==> src/switch_ctrl_pkg.sv <==
package switch_ctrl_pkg;

	// Core clock
	localparam int CLK_PERIOD_NS = 4;
	localparam int NS_PER_US = 1000;
	localparam int CYCLES_PER_US = NS_PER_US / CLK_PERIOD_NS;

	// Register indices as printed; byte address is four times the index
	localparam logic [7:0] IDX_GC0 = 8'h02;
	localparam logic [7:0] IDX_GC1 = 8'h03;
	localparam logic [11:0] ADDR_GC0 = {2'h0, IDX_GC0, 2'h0};
	localparam logic [11:0] ADDR_GC1 = {2'h0, IDX_GC1, 2'h0};

	// Global control zero fields (bits 7:3 belong elsewhere and read zero here)
	localparam int GC0_LINK_AGE = 0;
	localparam int GC0_CF_DROP = 1;
	localparam int GC0_SHARE = 2;
	localparam logic [7:0] GC0_MASK = 8'h07;
	localparam logic [7:0] GC0_RESET = 8'h04;

	// Global control one fields
	localparam int GC1_BACKOFF = 0;
	localparam int GC1_FAST_AGE = 1;
	localparam int GC1_AGE_EN = 2;
	localparam int GC1_LEN_CHECK = 3;
	localparam int GC1_RX_FC_DIS = 4;
	localparam int GC1_TX_FC_DIS = 5;
	localparam int GC1_RESERVED = 6;
	localparam int GC1_PASS_ALL = 7;
	// Pull defaults of the straps: flow control pin low, aging pin high, back-off pin low
	localparam logic [7:0] GC1_RESET = 8'h04;

	// Frame classification
	localparam logic [15:0] PAUSE_TYPE = 16'h8808;
	localparam logic [47:0] PAUSE_DA = 48'h0180C2000001;
	localparam logic [15:0] LEN_TYPE_LIMIT = 16'h05DC;

	// Aging times
	localparam int NORMAL_AGE_S = 300;
	localparam int US_PER_S = 1000000;
	localparam int NORMAL_AGE_US = NORMAL_AGE_S * US_PER_S;
	localparam int FAST_AGE_US = 800;

	// Strap settle time in cycles after reset release
	localparam logic [1:0] STRAP_SETTLE = 2'h3;

	typedef struct packed {
		logic [15:0] typeLen;
		logic [47:0] dstAddr;
		logic [15:0] payloadLen;
		logic flowCtrl;
		logic errored;
	} frame_info_s;

	typedef struct packed {
		logic bufferShared;
		logic [15:0] portBufLimit;
		logic aggressiveBackoff;
		logic [4:0] txPauseEn;
		logic [4:0] rxPauseEn;
	} ctrl_s;

endpackage : switch_ctrl_pkg

==> src/pin_sync.sv <==
`timescale 1ns/1ps
module pin_sync #(
	parameter int W = 1
) (
	// Clock and reset
	input wire logic ref_clk,
	input wire logic reset_n,
	// Pins
	input wire logic [W-1:0] pinIn,
	output logic [W-1:0] pinSync
);

	logic [W-1:0] meta_r;

	initial begin
		if (W < 1) $error("pin_sync: width must be at least one");
	end

	// The first stage feeds only the second
	always_ff @(posedge ref_clk or negedge reset_n) begin
		if (!reset_n) begin
			meta_r <= '0;
			pinSync <= '0;
		end else begin
			meta_r <= pinIn;
			pinSync <= meta_r;
		end
	end

endmodule : pin_sync

==> src/age_timer.sv <==
`timescale 1ns/1ps
module age_timer #(
	parameter int NPORTS = 5,
	parameter int NORMAL_US = switch_ctrl_pkg::NORMAL_AGE_US,
	parameter int FAST_US = switch_ctrl_pkg::FAST_AGE_US
) (
	// Clock and reset
	input wire logic ref_clk,
	input wire logic reset_n,
	// Configuration
	input wire logic ageEnable,
	input wire logic fastAge,
	input wire logic linkChangeAge,
	// Synchronised link state
	input wire logic [NPORTS-1:0] linkUp,
	// Aging engine strobes
	output logic ageTick,
	output logic flushAll
);

	localparam logic [7:0] US_LAST = 8'(switch_ctrl_pkg::CYCLES_PER_US - 1);
	// The link-change cycle must finish strictly under the fast period
	localparam logic [31:0] LINK_LAST = 32'(FAST_US - 2);
	localparam logic [31:0] FAST_LAST = 32'(FAST_US - 1);
	localparam logic [31:0] NORMAL_LAST = 32'(NORMAL_US - 1);

	logic [7:0] usCnt_r;
	logic [31:0] ageCnt_r;
	logic [NPORTS-1:0] linkPrev_r;
	logic fastPending_r;
	logic usTick;
	logic linkDrop;
	logic [31:0] periodLast;
	logic periodDone;

	initial begin
		if (FAST_US < 2 || NORMAL_US <= FAST_US || NPORTS < 1)
			$error("age_timer: unusable period or port count");
	end

	assign usTick = (usCnt_r == US_LAST);
	assign linkDrop = |(linkPrev_r & ~linkUp);
	assign periodLast = fastPending_r ? LINK_LAST : (fastAge ? FAST_LAST : NORMAL_LAST);
	assign periodDone = usTick && (ageCnt_r >= periodLast);

	always_ff @(posedge ref_clk or negedge reset_n) begin
		if (!reset_n) begin
			usCnt_r <= 8'h00;
		end else if (usTick) begin
			usCnt_r <= 8'h00;
		end else begin
			usCnt_r <= usCnt_r + 8'h01;
		end
	end

	always_ff @(posedge ref_clk or negedge reset_n) begin
		if (!reset_n) begin
			linkPrev_r <= '0;
		end else begin
			linkPrev_r <= linkUp;
		end
	end

	// Aging off clears the count; with link-change aging on, a link drop restarts it on the fast cycle
	always_ff @(posedge ref_clk or negedge reset_n) begin
		if (!reset_n) begin
			ageCnt_r <= 32'h0000_0000;
			ageTick <= 1'b0;
		end else begin
			ageTick <= ageEnable && periodDone && !(linkChangeAge && linkDrop);
			if (!ageEnable || (linkChangeAge && linkDrop) || periodDone) begin
				ageCnt_r <= 32'h0000_0000;
			end else if (usTick) begin
				ageCnt_r <= ageCnt_r + 32'h0000_0001;
			end
		end
	end

	// A new drop in the closing cycle keeps the fast cycle pending
	always_ff @(posedge ref_clk or negedge reset_n) begin
		if (!reset_n) begin
			fastPending_r <= 1'b0;
		end else if (linkChangeAge && linkDrop) begin
			fastPending_r <= 1'b1;
		end else if (ageEnable && periodDone) begin
			fastPending_r <= 1'b0;
		end
	end

	always_ff @(posedge ref_clk or negedge reset_n) begin
		if (!reset_n) begin
			flushAll <= 1'b0;
		end else begin
			flushAll <= linkChangeAge && linkDrop;
		end
	end
endmodule : age_timer

==> src/switch_global_control_regs.sv <==
// Register access over APB was chosen for this implementation.
`timescale 1ns/1ps
module switch_global_control_regs #(
	parameter int NPORTS = 5,
	parameter int POOL_BLOCKS = 320,
	parameter int NORMAL_US = switch_ctrl_pkg::NORMAL_AGE_US,
	parameter int FAST_US = switch_ctrl_pkg::FAST_AGE_US
) (
	// Clock and reset
	input wire logic ref_clk,
	input wire logic reset_n,
	// APB slave
	input wire logic psel,
	input wire logic penable,
	input wire logic pwrite,
	input wire logic [11:0] paddr,
	input wire logic [31:0] pwdata,
	input wire logic [3:0] pstrb,
	output logic [31:0] prdata,
	output logic pready,
	output logic pslverr,
	// Strap and link pins
	input wire logic flowControlStrapPin,
	input wire logic backoffStrapPin,
	input wire logic agingStrapPin,
	input wire logic [NPORTS-1:0] linkUp,
	// Autonegotiation result per port
	input wire logic [NPORTS-1:0] anTxPause,
	input wire logic [NPORTS-1:0] anRxPause,
	// Received frame descriptor
	input wire logic frameValid,
	input wire switch_ctrl_pkg::frame_info_s frameInfo,
	input wire logic snifferEn,
	output logic frameDrop,
	output logic frameForward,
	// Switch core controls
	output switch_ctrl_pkg::ctrl_s ctrl,
	output logic lengthCheckEn,
	output logic ageTick,
	output logic ageFlushAll
);

	localparam logic [15:0] FULL_LIMIT = 16'(POOL_BLOCKS);
	localparam logic [15:0] PORT_LIMIT = 16'(POOL_BLOCKS / 5);

	logic [7:0] gc0_r;
	logic [7:0] gc1_r;
	logic [1:0] settle_r;
	logic strapDone_r;
	logic strapLoad;
	logic [2:0] strapSync;
	logic [NPORTS-1:0] linkSync;
	logic setupPhase;
	logic accessWrite;
	logic hitGc0;
	logic hitGc1;
	logic passAll;
	logic ctlDrop;
	logic lenMismatch;
	logic dropNxt;

	initial begin
		if (NPORTS != 5 || POOL_BLOCKS < 5 || POOL_BLOCKS > 65535)
			$error("switch_global_control_regs: unsupported ports or pool size");
	end

	pin_sync #(
		.W(3)
	) u_strap_sync (
		.ref_clk(ref_clk),
		.reset_n(reset_n),
		.pinIn({agingStrapPin, backoffStrapPin, flowControlStrapPin}),
		.pinSync(strapSync)
	);

	pin_sync #(
		.W(NPORTS)
	) u_link_sync (
		.ref_clk(ref_clk),
		.reset_n(reset_n),
		.pinIn(linkUp),
		.pinSync(linkSync)
	);

	// Straps are sampled once, after the synchronisers have filled
	always_ff @(posedge ref_clk or negedge reset_n) begin
		if (!reset_n) begin
			settle_r <= 2'h0;
			strapDone_r <= 1'b0;
		end else if (!strapDone_r) begin
			settle_r <= settle_r + 2'h1;
			strapDone_r <= (settle_r == switch_ctrl_pkg::STRAP_SETTLE);
		end
	end

	assign strapLoad = !strapDone_r && (settle_r == switch_ctrl_pkg::STRAP_SETTLE);

	// APB decode; the slave never inserts wait states
	assign pready = 1'b1;
	assign setupPhase = psel && !penable;
	assign accessWrite = psel && penable && pwrite && pstrb[0];
	assign hitGc0 = (paddr == switch_ctrl_pkg::ADDR_GC0);
	assign hitGc1 = (paddr == switch_ctrl_pkg::ADDR_GC1);

	always_ff @(posedge ref_clk or negedge reset_n) begin
		if (!reset_n) begin
			prdata <= 32'h0000_0000;
			pslverr <= 1'b0;
		end else if (setupPhase) begin
			if (hitGc0) begin
				prdata <= {24'h00_0000, gc0_r};
				pslverr <= 1'b0;
			end else if (hitGc1) begin
				prdata <= {24'h00_0000, gc1_r};
				pslverr <= 1'b0;
			end else begin
				prdata <= 32'h0000_0000;
				pslverr <= 1'b1;
			end
		end
	end

	always_ff @(posedge ref_clk or negedge reset_n) begin
		if (!reset_n) begin
			gc0_r <= switch_ctrl_pkg::GC0_RESET;
		end else if (accessWrite && hitGc0) begin
			gc0_r <= pwdata[7:0] & switch_ctrl_pkg::GC0_MASK;
		end
	end

	// A software write in the load cycle wins over the strap value
	always_ff @(posedge ref_clk or negedge reset_n) begin
		if (!reset_n) begin
			gc1_r <= switch_ctrl_pkg::GC1_RESET;
		end else if (accessWrite && hitGc1) begin
			gc1_r <= pwdata[7:0];
		end else if (strapLoad) begin
			gc1_r[switch_ctrl_pkg::GC1_TX_FC_DIS] <= strapSync[0];
			gc1_r[switch_ctrl_pkg::GC1_RX_FC_DIS] <= strapSync[0];
			gc1_r[switch_ctrl_pkg::GC1_BACKOFF] <= strapSync[1];
			gc1_r[switch_ctrl_pkg::GC1_AGE_EN] <= strapSync[2];
		end
	end

	// Frame filter
	assign passAll = gc1_r[switch_ctrl_pkg::GC1_PASS_ALL] && snifferEn;
	assign ctlDrop = gc0_r[switch_ctrl_pkg::GC0_CF_DROP]
		? (frameInfo.typeLen == switch_ctrl_pkg::PAUSE_TYPE
			|| frameInfo.dstAddr == switch_ctrl_pkg::PAUSE_DA)
		: frameInfo.flowCtrl;
	assign lenMismatch = gc1_r[switch_ctrl_pkg::GC1_LEN_CHECK]
		&& frameInfo.typeLen < switch_ctrl_pkg::LEN_TYPE_LIMIT
		&& frameInfo.typeLen != frameInfo.payloadLen;
	assign dropNxt = !passAll && (frameInfo.errored || ctlDrop || lenMismatch);

	always_ff @(posedge ref_clk or negedge reset_n) begin
		if (!reset_n) begin
			frameDrop <= 1'b0;
			frameForward <= 1'b0;
		end else begin
			frameDrop <= frameValid && dropNxt;
			frameForward <= frameValid && !dropNxt;
		end
	end

	// Core controls, registered
	always_ff @(posedge ref_clk or negedge reset_n) begin
		if (!reset_n) begin
			ctrl <= '0;
			lengthCheckEn <= 1'b0;
		end else begin
			ctrl.bufferShared <= gc0_r[switch_ctrl_pkg::GC0_SHARE];
			ctrl.portBufLimit <= gc0_r[switch_ctrl_pkg::GC0_SHARE] ? FULL_LIMIT : PORT_LIMIT;
			ctrl.aggressiveBackoff <= gc1_r[switch_ctrl_pkg::GC1_BACKOFF];
			ctrl.txPauseEn <= gc1_r[switch_ctrl_pkg::GC1_TX_FC_DIS] ? '0 : anTxPause;
			ctrl.rxPauseEn <= gc1_r[switch_ctrl_pkg::GC1_RX_FC_DIS] ? '0 : anRxPause;
			lengthCheckEn <= gc1_r[switch_ctrl_pkg::GC1_LEN_CHECK];
		end
	end

	age_timer #(
		.NPORTS(NPORTS),
		.NORMAL_US(NORMAL_US),
		.FAST_US(FAST_US)
	) u_age_timer (
		.ref_clk(ref_clk),
		.reset_n(reset_n),
		.ageEnable(gc1_r[switch_ctrl_pkg::GC1_AGE_EN]),
		.fastAge(gc1_r[switch_ctrl_pkg::GC1_FAST_AGE]),
		.linkChangeAge(gc0_r[switch_ctrl_pkg::GC0_LINK_AGE]),
		.linkUp(linkSync),
		.ageTick(ageTick),
		.flushAll(ageFlushAll)
	);
endmodule : switch_global_control_regs

==> config.mk <==
export PLATFORM = sky130hd
export DESIGN_NAME = switch_global_control_regs
export DESIGN_NICKNAME = d
export VERILOG_FILES = /design/src/switch_ctrl_pkg.sv /design/src/pin_sync.sv /design/src/age_timer.sv /design/src/switch_global_control_regs.sv
export SDC_FILE = /design/constraint.sdc
export NUM_CORES = 1
export LEC_CHECK = 0
export ABC_AREA = 1
export ABC_CLOCK_PERIOD_IN_PS = 6200
export BUFFER_PORTS_ARGS = -buffer_cell sky130_fd_sc_hd__buf_2
export CORE_MARGIN = 2
export CORE_UTILIZATION = 40
export DETAILED_ROUTE_END_ITERATION = 10
export GPL_TIMING_DRIVEN = 0
export PLACE_DENSITY = 0.66
export SYNTH_ARGS = -nofsm -noshare
export SYNTH_HDL_FRONTEND = slang
export SYNTH_HIERARCHICAL = 1
export SYNTH_SLANG_ARGS = --single-unit
==> constraint.sdc <==
create_clock -name ref_clk -period 6.2 [get_ports ref_clk]
set_input_delay 0.62 -clock ref_clk [delete_from_list [all_inputs] [get_ports ref_clk]]
set_output_delay 0.62 -clock ref_clk [all_outputs]
set_load 0.03 [all_outputs]
After elaboration in Yosys (flattened, before gate mapping)

Index checks and enable logic that the tools add are counted.

Bits in registers: 135
Word-level logic and storage cells: 93

Add/sub/neg operators: 3
Order comparisons: 2
Equality and inequality tests: 7
Mux-type cells: 22
Bitwise logic cells: 2
Reduce and logical (&&, ||, !) cells: 32

Operator list:

| operator                                                                 | number |
|---|---|
| 32-bit two-way mux                                                       | 4 |
| 48-bit by 41-bit equality test with 1-bit output (second input constant) | 1 |
| 32-bit by 1-bit adder with 32-bit output (second input constant)         | 1 |
| 32-bit >= comparator                                                     | 1 |
| 29-bit two-way mux                                                       | 1 |
| 12-bit by 4-bit equality test with 1-bit output (second input constant)  | 2 |
| 1-bit logical AND                                                        | 17 |
| 16-bit equality test (second input constant)                             | 1 |
| 16-bit by 11-bit < comparator with 1-bit output (second input constant)  | 1 |
| 8-bit two-way mux                                                        | 2 |
| 16-bit != test                                                           | 1 |
| 1-bit two-way mux                                                        | 10 |
| 5-bit two-way mux                                                        | 2 |
| 9-bit two-way mux                                                        | 1 |
| 8-bit by 1-bit adder with 8-bit output (second input constant)           | 1 |
| 8-bit equality test (second input constant)                              | 1 |
| 1-bit zero test                                                          | 6 |
| 2-bit nonzero test                                                       | 3 |
| 5-bit AND                                                                | 1 |
| 1-bit logical OR                                                         | 5 |
| 5-bit NOT                                                                | 1 |
| 5-bit OR reduction                                                       | 1 |
| 2-bit two-way mux                                                        | 2 |
| 2-bit by 1-bit adder with 2-bit output (second input constant)           | 1 |
| 2-bit equality test (second input constant)                              | 1 |

Longest topological paths before layout

Word-level depth: 8
Gate-level depth with buffers: 15
Gate-level depth less buffers: 14

Cells and area by module

The synthesis kept the hierarchy.

Modules (own cells, without submodules):

| module                     | instances | cells each | area each (um^2) |
|---|---|---|---|
| age_timer                  | 1         | 447        | 3206.8 |
| switch_global_control_regs | 1         | 366        | 2555.0 |
| pin_sync (u_link_sync)     | 1         | 10         | 250.2 |
| pin_sync (u_strap_sync)    | 1         | 6          | 150.1 |

Worst setup path after synthesis

OpenSTA, ideal clock, no wires.

Path kind: reg2reg
Start: register gc1_r[1]
End: register u_age_timer.ageCnt_r[16]
Setup time: 118 ps
Arrival: 1849 ps
Setup slack: 4232 ps
Stages on the path, launching flop included: 16
Period minus slack after synthesis: 1968 ps
Cell sequence: dfrtp_1 nor2_1 inv_1 ha_1 nand2_1 inv_1 nand2_1 nor2_1 nand2_1 nand3_2 nand2_1 nand2_2 nand2_2 nand2_4 buf_6 nor2_1

Word-level cells in the longest chain between the ends: 6
Elaborated cells on any way between the ends: 7
Those cells by class: order compare: 1; mux: 3; reduce/logical: 3

Ends and longest elaborated chain:

| what                                                            | line                              | source |
|---|---|---|
| start: declaration                                              | switch_global_control_regs.sv:47  | `logic [7:0] gc1_r;` |
| start signal: assignment                                        | switch_global_control_regs.sv:134 | `gc1_r <= switch_ctrl_pkg::GC1_RESET;` |
| start signal: assignment                                        | switch_global_control_regs.sv:136 | `gc1_r <= pwdata[7:0];` |
| start signal: indexed assignment                                | switch_global_control_regs.sv:138 | `gc1_r[switch_ctrl_pkg::GC1_TX_FC_DIS] <= strapSync[0];` |
| 29-bit two-way mux (*)                                          | age_timer.sv:43                   | `assign periodLast = fastPending_r ? LINK_LAST : (fastAge ? FAST_LAST : NORMAL_LAST);` |
| 32-bit two-way mux (*)                                          | age_timer.sv:43                   |  |
| 32-bit >= comparator (*)                                        | age_timer.sv:44                   | `assign periodDone = usTick && (ageCnt_r >= periodLast);` |
| 1-bit logical AND (*)                                           | age_timer.sv:44                   |  |
| 1-bit logical OR (*)                                            | age_timer.sv:71                   | `if (!ageEnable \|\| (linkChangeAge && linkDrop) \|\| periodDone) begin` |
| 32-bit two-way mux / 2-bit nonzero test (equally long branches) | n/a                               |  |
| end signal: assignment                                          | age_timer.sv:74                   | `ageCnt_r <= ageCnt_r + 32'h0000_0001;` |
| end: declaration                                                | age_timer.sv:28                   | `logic [31:0] ageCnt_r;` |

Mark *: on every way between the ends. The rest lies on a longest branch, timed or not.
A chain may end at the register's enable or synchronous reset.

Worst setup path after layout

Same ends and word-level chain as after synthesis.

==> results.tsv <==
metric	value	unit
gpl congestion	0.848	
post-route clock skew	7.66	ps
Wirelength per Cell	11.8	um
Comb power frac	13.2	%
headroom to the max-slew limit	66.3	%
Post-Place Worst Slack	3600	ps
fin crit period	2610	ps
I/O pin cnt	222	
port buffer count	155	
Leak	4.21	nW
cell internal pwr	1.05	mW
height of the die	128	um
H-tree depth	3	
GRT overflow	0	
CP Max Fanout	11	
Worst Slack Setup Final	3590	ps
Clock Sink Count	103	
TritonCTS clock tree	done	
RSZ-0062 raised after global routing	no	
power density over cell area	192	nW/um2
PostCTS Resize Cnt	0	
EDFF count, synth	0	
Clock Latency Late Sink	360	ps
Peak VDD IR	0.166	mV
Area Growth Syn to Fin	24.2	%
fraction of registers with async set/reset	100	%
Core Area	15100	um2
worst setup path class	reg -> reg	
max-cap viol count	0	
setup violators final	0	
drt initial violations	220	
first-pass GRT wire length	23900	um
CTS Buf Count	9	
Seq/Total Area, Yosys	41.9	%
#FFs+latches synth	103	
main area contributors after synthesis	dfrtp_1, nand2_1, nor2_1	
Yosys warning count	6	
Final HPWL DP	11500	um
Synth Area per Inst	7.43	um2
clk root buf	clkbuf_16	
post-synth top area cell	dfrtp_1	
distinct cell type count after synthesis	41	
Post-Syn Area	6160	um2
Final ANT Viol Nets	0	
Max Fclk	0.383	GHz
Synth top area share	41.0	%
Die ar.	16400	um2
Cells after Synth	829	
Worst Path Required	6440	ps
final worst path period share	42.1	%
GRT Total Usage	18.5	%
largest net degree at the start of global routing	71	
wirelength, routed	14500	um
Final Hold Viols	0	
row cnt	45	
worst-margin pin slew	505	ps
DR vias/cell	4.44	
vias in the first global route	4993	
setup TNS	0	ps
Die Wd	128	um
Final nets	1206	
Hold Path Class	in -> async	
vias post-DR	5450	
Initial DRT Pass Iterations	4	
Critical Path AT	2850	ps
DRC	0	
layout cell share with drive strength beyond 1	25.7	%
hold buffer count at CTS	0	
Reg clk slew, reported paths	80	ps
Flop pwr share	47.4	%
n_diodes	0	
Setup crit end kind	register	
Post-CTS Setup Bufs	0	
clock power share	39.5	%
switching pwr	417	uW
prevailing post-synth register cell	dfrtp_1	
CTS max path bufs	2	
most frequent cell after synthesis	nand2_1	
Slew Limit Fails	0	
status	completed	
sw frac	28.4	%
Initial Utilization	40.7	%
initial antenna violation count	0	
Post-synth top cells	nand2_1, nor2_1, inv_1, dfrtp_1, buf_4	
Startpoint Class	register	
[power by group through the flow]
stage | combinational (mW) | sequential, mW | clock [mW]
detailed placement | 0.195 | 0.709 | 0
global route | 0.215 | 0.697 | 0.629
finish | 0.194 | 0.695 | 0.579
floorplan | 0.0984 | 0.723 | 0
CTS | 0.195 | 0.696 | 0.598
global placement | 0.191 | 0.708 | 0
[layout make-up]
class,instances,area [um2]
Fill cell,1511,7490
Multi-Input combinational cell,580,2830
Sequential cell,103,2580
Timing Repair Buffer,156,806
Inverter,135,507
Buffer,49,389
Tap cell,188,235
Clock buffer,9,225
Clock inverter,7,82.6
[final timing paths]
| check | from | endpoint | slack [ps] | depth (start not counted) |
|---|---|---|---|---|
| max | gc1_r[1] | u_age_timer/ageCnt_r[16] | 3590 | 15 |
| min | reset_n | u_age_timer/ageCnt_r[17] | 200 | 1 |
| max reg2reg | gc1_r[1] | u_age_timer/ageCnt_r[16] | 3590 | 15 |
| min reg2reg | u_link_sync/meta_r[2] | u_link_sync/pinSync[2] | 350 | 0 |
| max in group asynchronous | reset_n | gc1_r[2] | 5280 | 2 |
| min in group ref_clk | u_link_sync/meta_r[2] | u_link_sync/pinSync[2] | 350 | 0 |
[flip-flops by register name (all words and copies together), names as in the netlist, 2 cells and up]
name / count
ctrl: 13
gc0_r: 3
gc1_r: 8
prdata: 8
settle_r: 2
u_age_timer/ageCnt_r: 32
u_age_timer/linkPrev_r: 5
u_age_timer/usCnt_r: 8
u_link_sync/meta_r: 5
u_link_sync/pinSync: 5
u_strap_sync/meta_r: 3
u_strap_sync/pinSync: 3
[layout by cell type, fill, tap and decap left out, types with 16 or more instances in the layout]
cell     count
nor2_2      16
nand4_1     28
buf_4       42
conb_1      40
nand3_1     31
dfrtp_1    101
xor2_1      25
nor2_1     136
nand2_1    213
buf_2      156
ha_1        17
inv_1      128
[cells by family (layout without fill, tap and decap cells)]
kind of cell               after synthesis  in the layout  share of synthesized area, %
and+or+nand+nor                        460            460                          32.7
buffers and inverters                  184            356                          14.5
DFF                                    103            103                          41.9
AOI/OAI and AO/OA                       36             36                          3.39
xor gates and xnor gates                26             26                          3.70
adders and majority gates               17             17                          3.45
other                                    2             40                         0.122
muxes                                    1              1                         0.244
[layer usage]
layer,global-route usage [%],share of wire (%),vias to the layer above
met1,25.5,48,2435
met4,6.79,2.2,0
met2,29.2,46,125
met5,0,0,-
met3,3.59,4.6,24
li1,-,-,2866
[stage by stage]
step	utilization (%)	power [mW]	instances	hold WS, ps	area [um2]
5_1_grt	50.5	1.54	1227	238	7650
4_1_cts	50.5	1.49	1227	214	7650
3_3_place_gp	48.3	0.899	1210	332	7320
6_report	50.5	1.47	1227	202	7650
3_5_place_dp	48.5	0.904	1211	335	7350
2_1_floorplan	-	0.821	867	324	6300
[worst max-delay path: stages, from the launching register on]
cell and delay (ps):
dfrtp_1 420, nor2_1 230, inv_1 300, ha_1 420
nand2_1 60, inv_1 40, nand2_1 60, nor2_1 200
nand2_1 100, nand3_2 90, nand2_1 60, nand2_2 80
nand2_2 60, nand2_4 110, buf_6 190, nor2_1 70
Power figures use the tool's default switching activity.
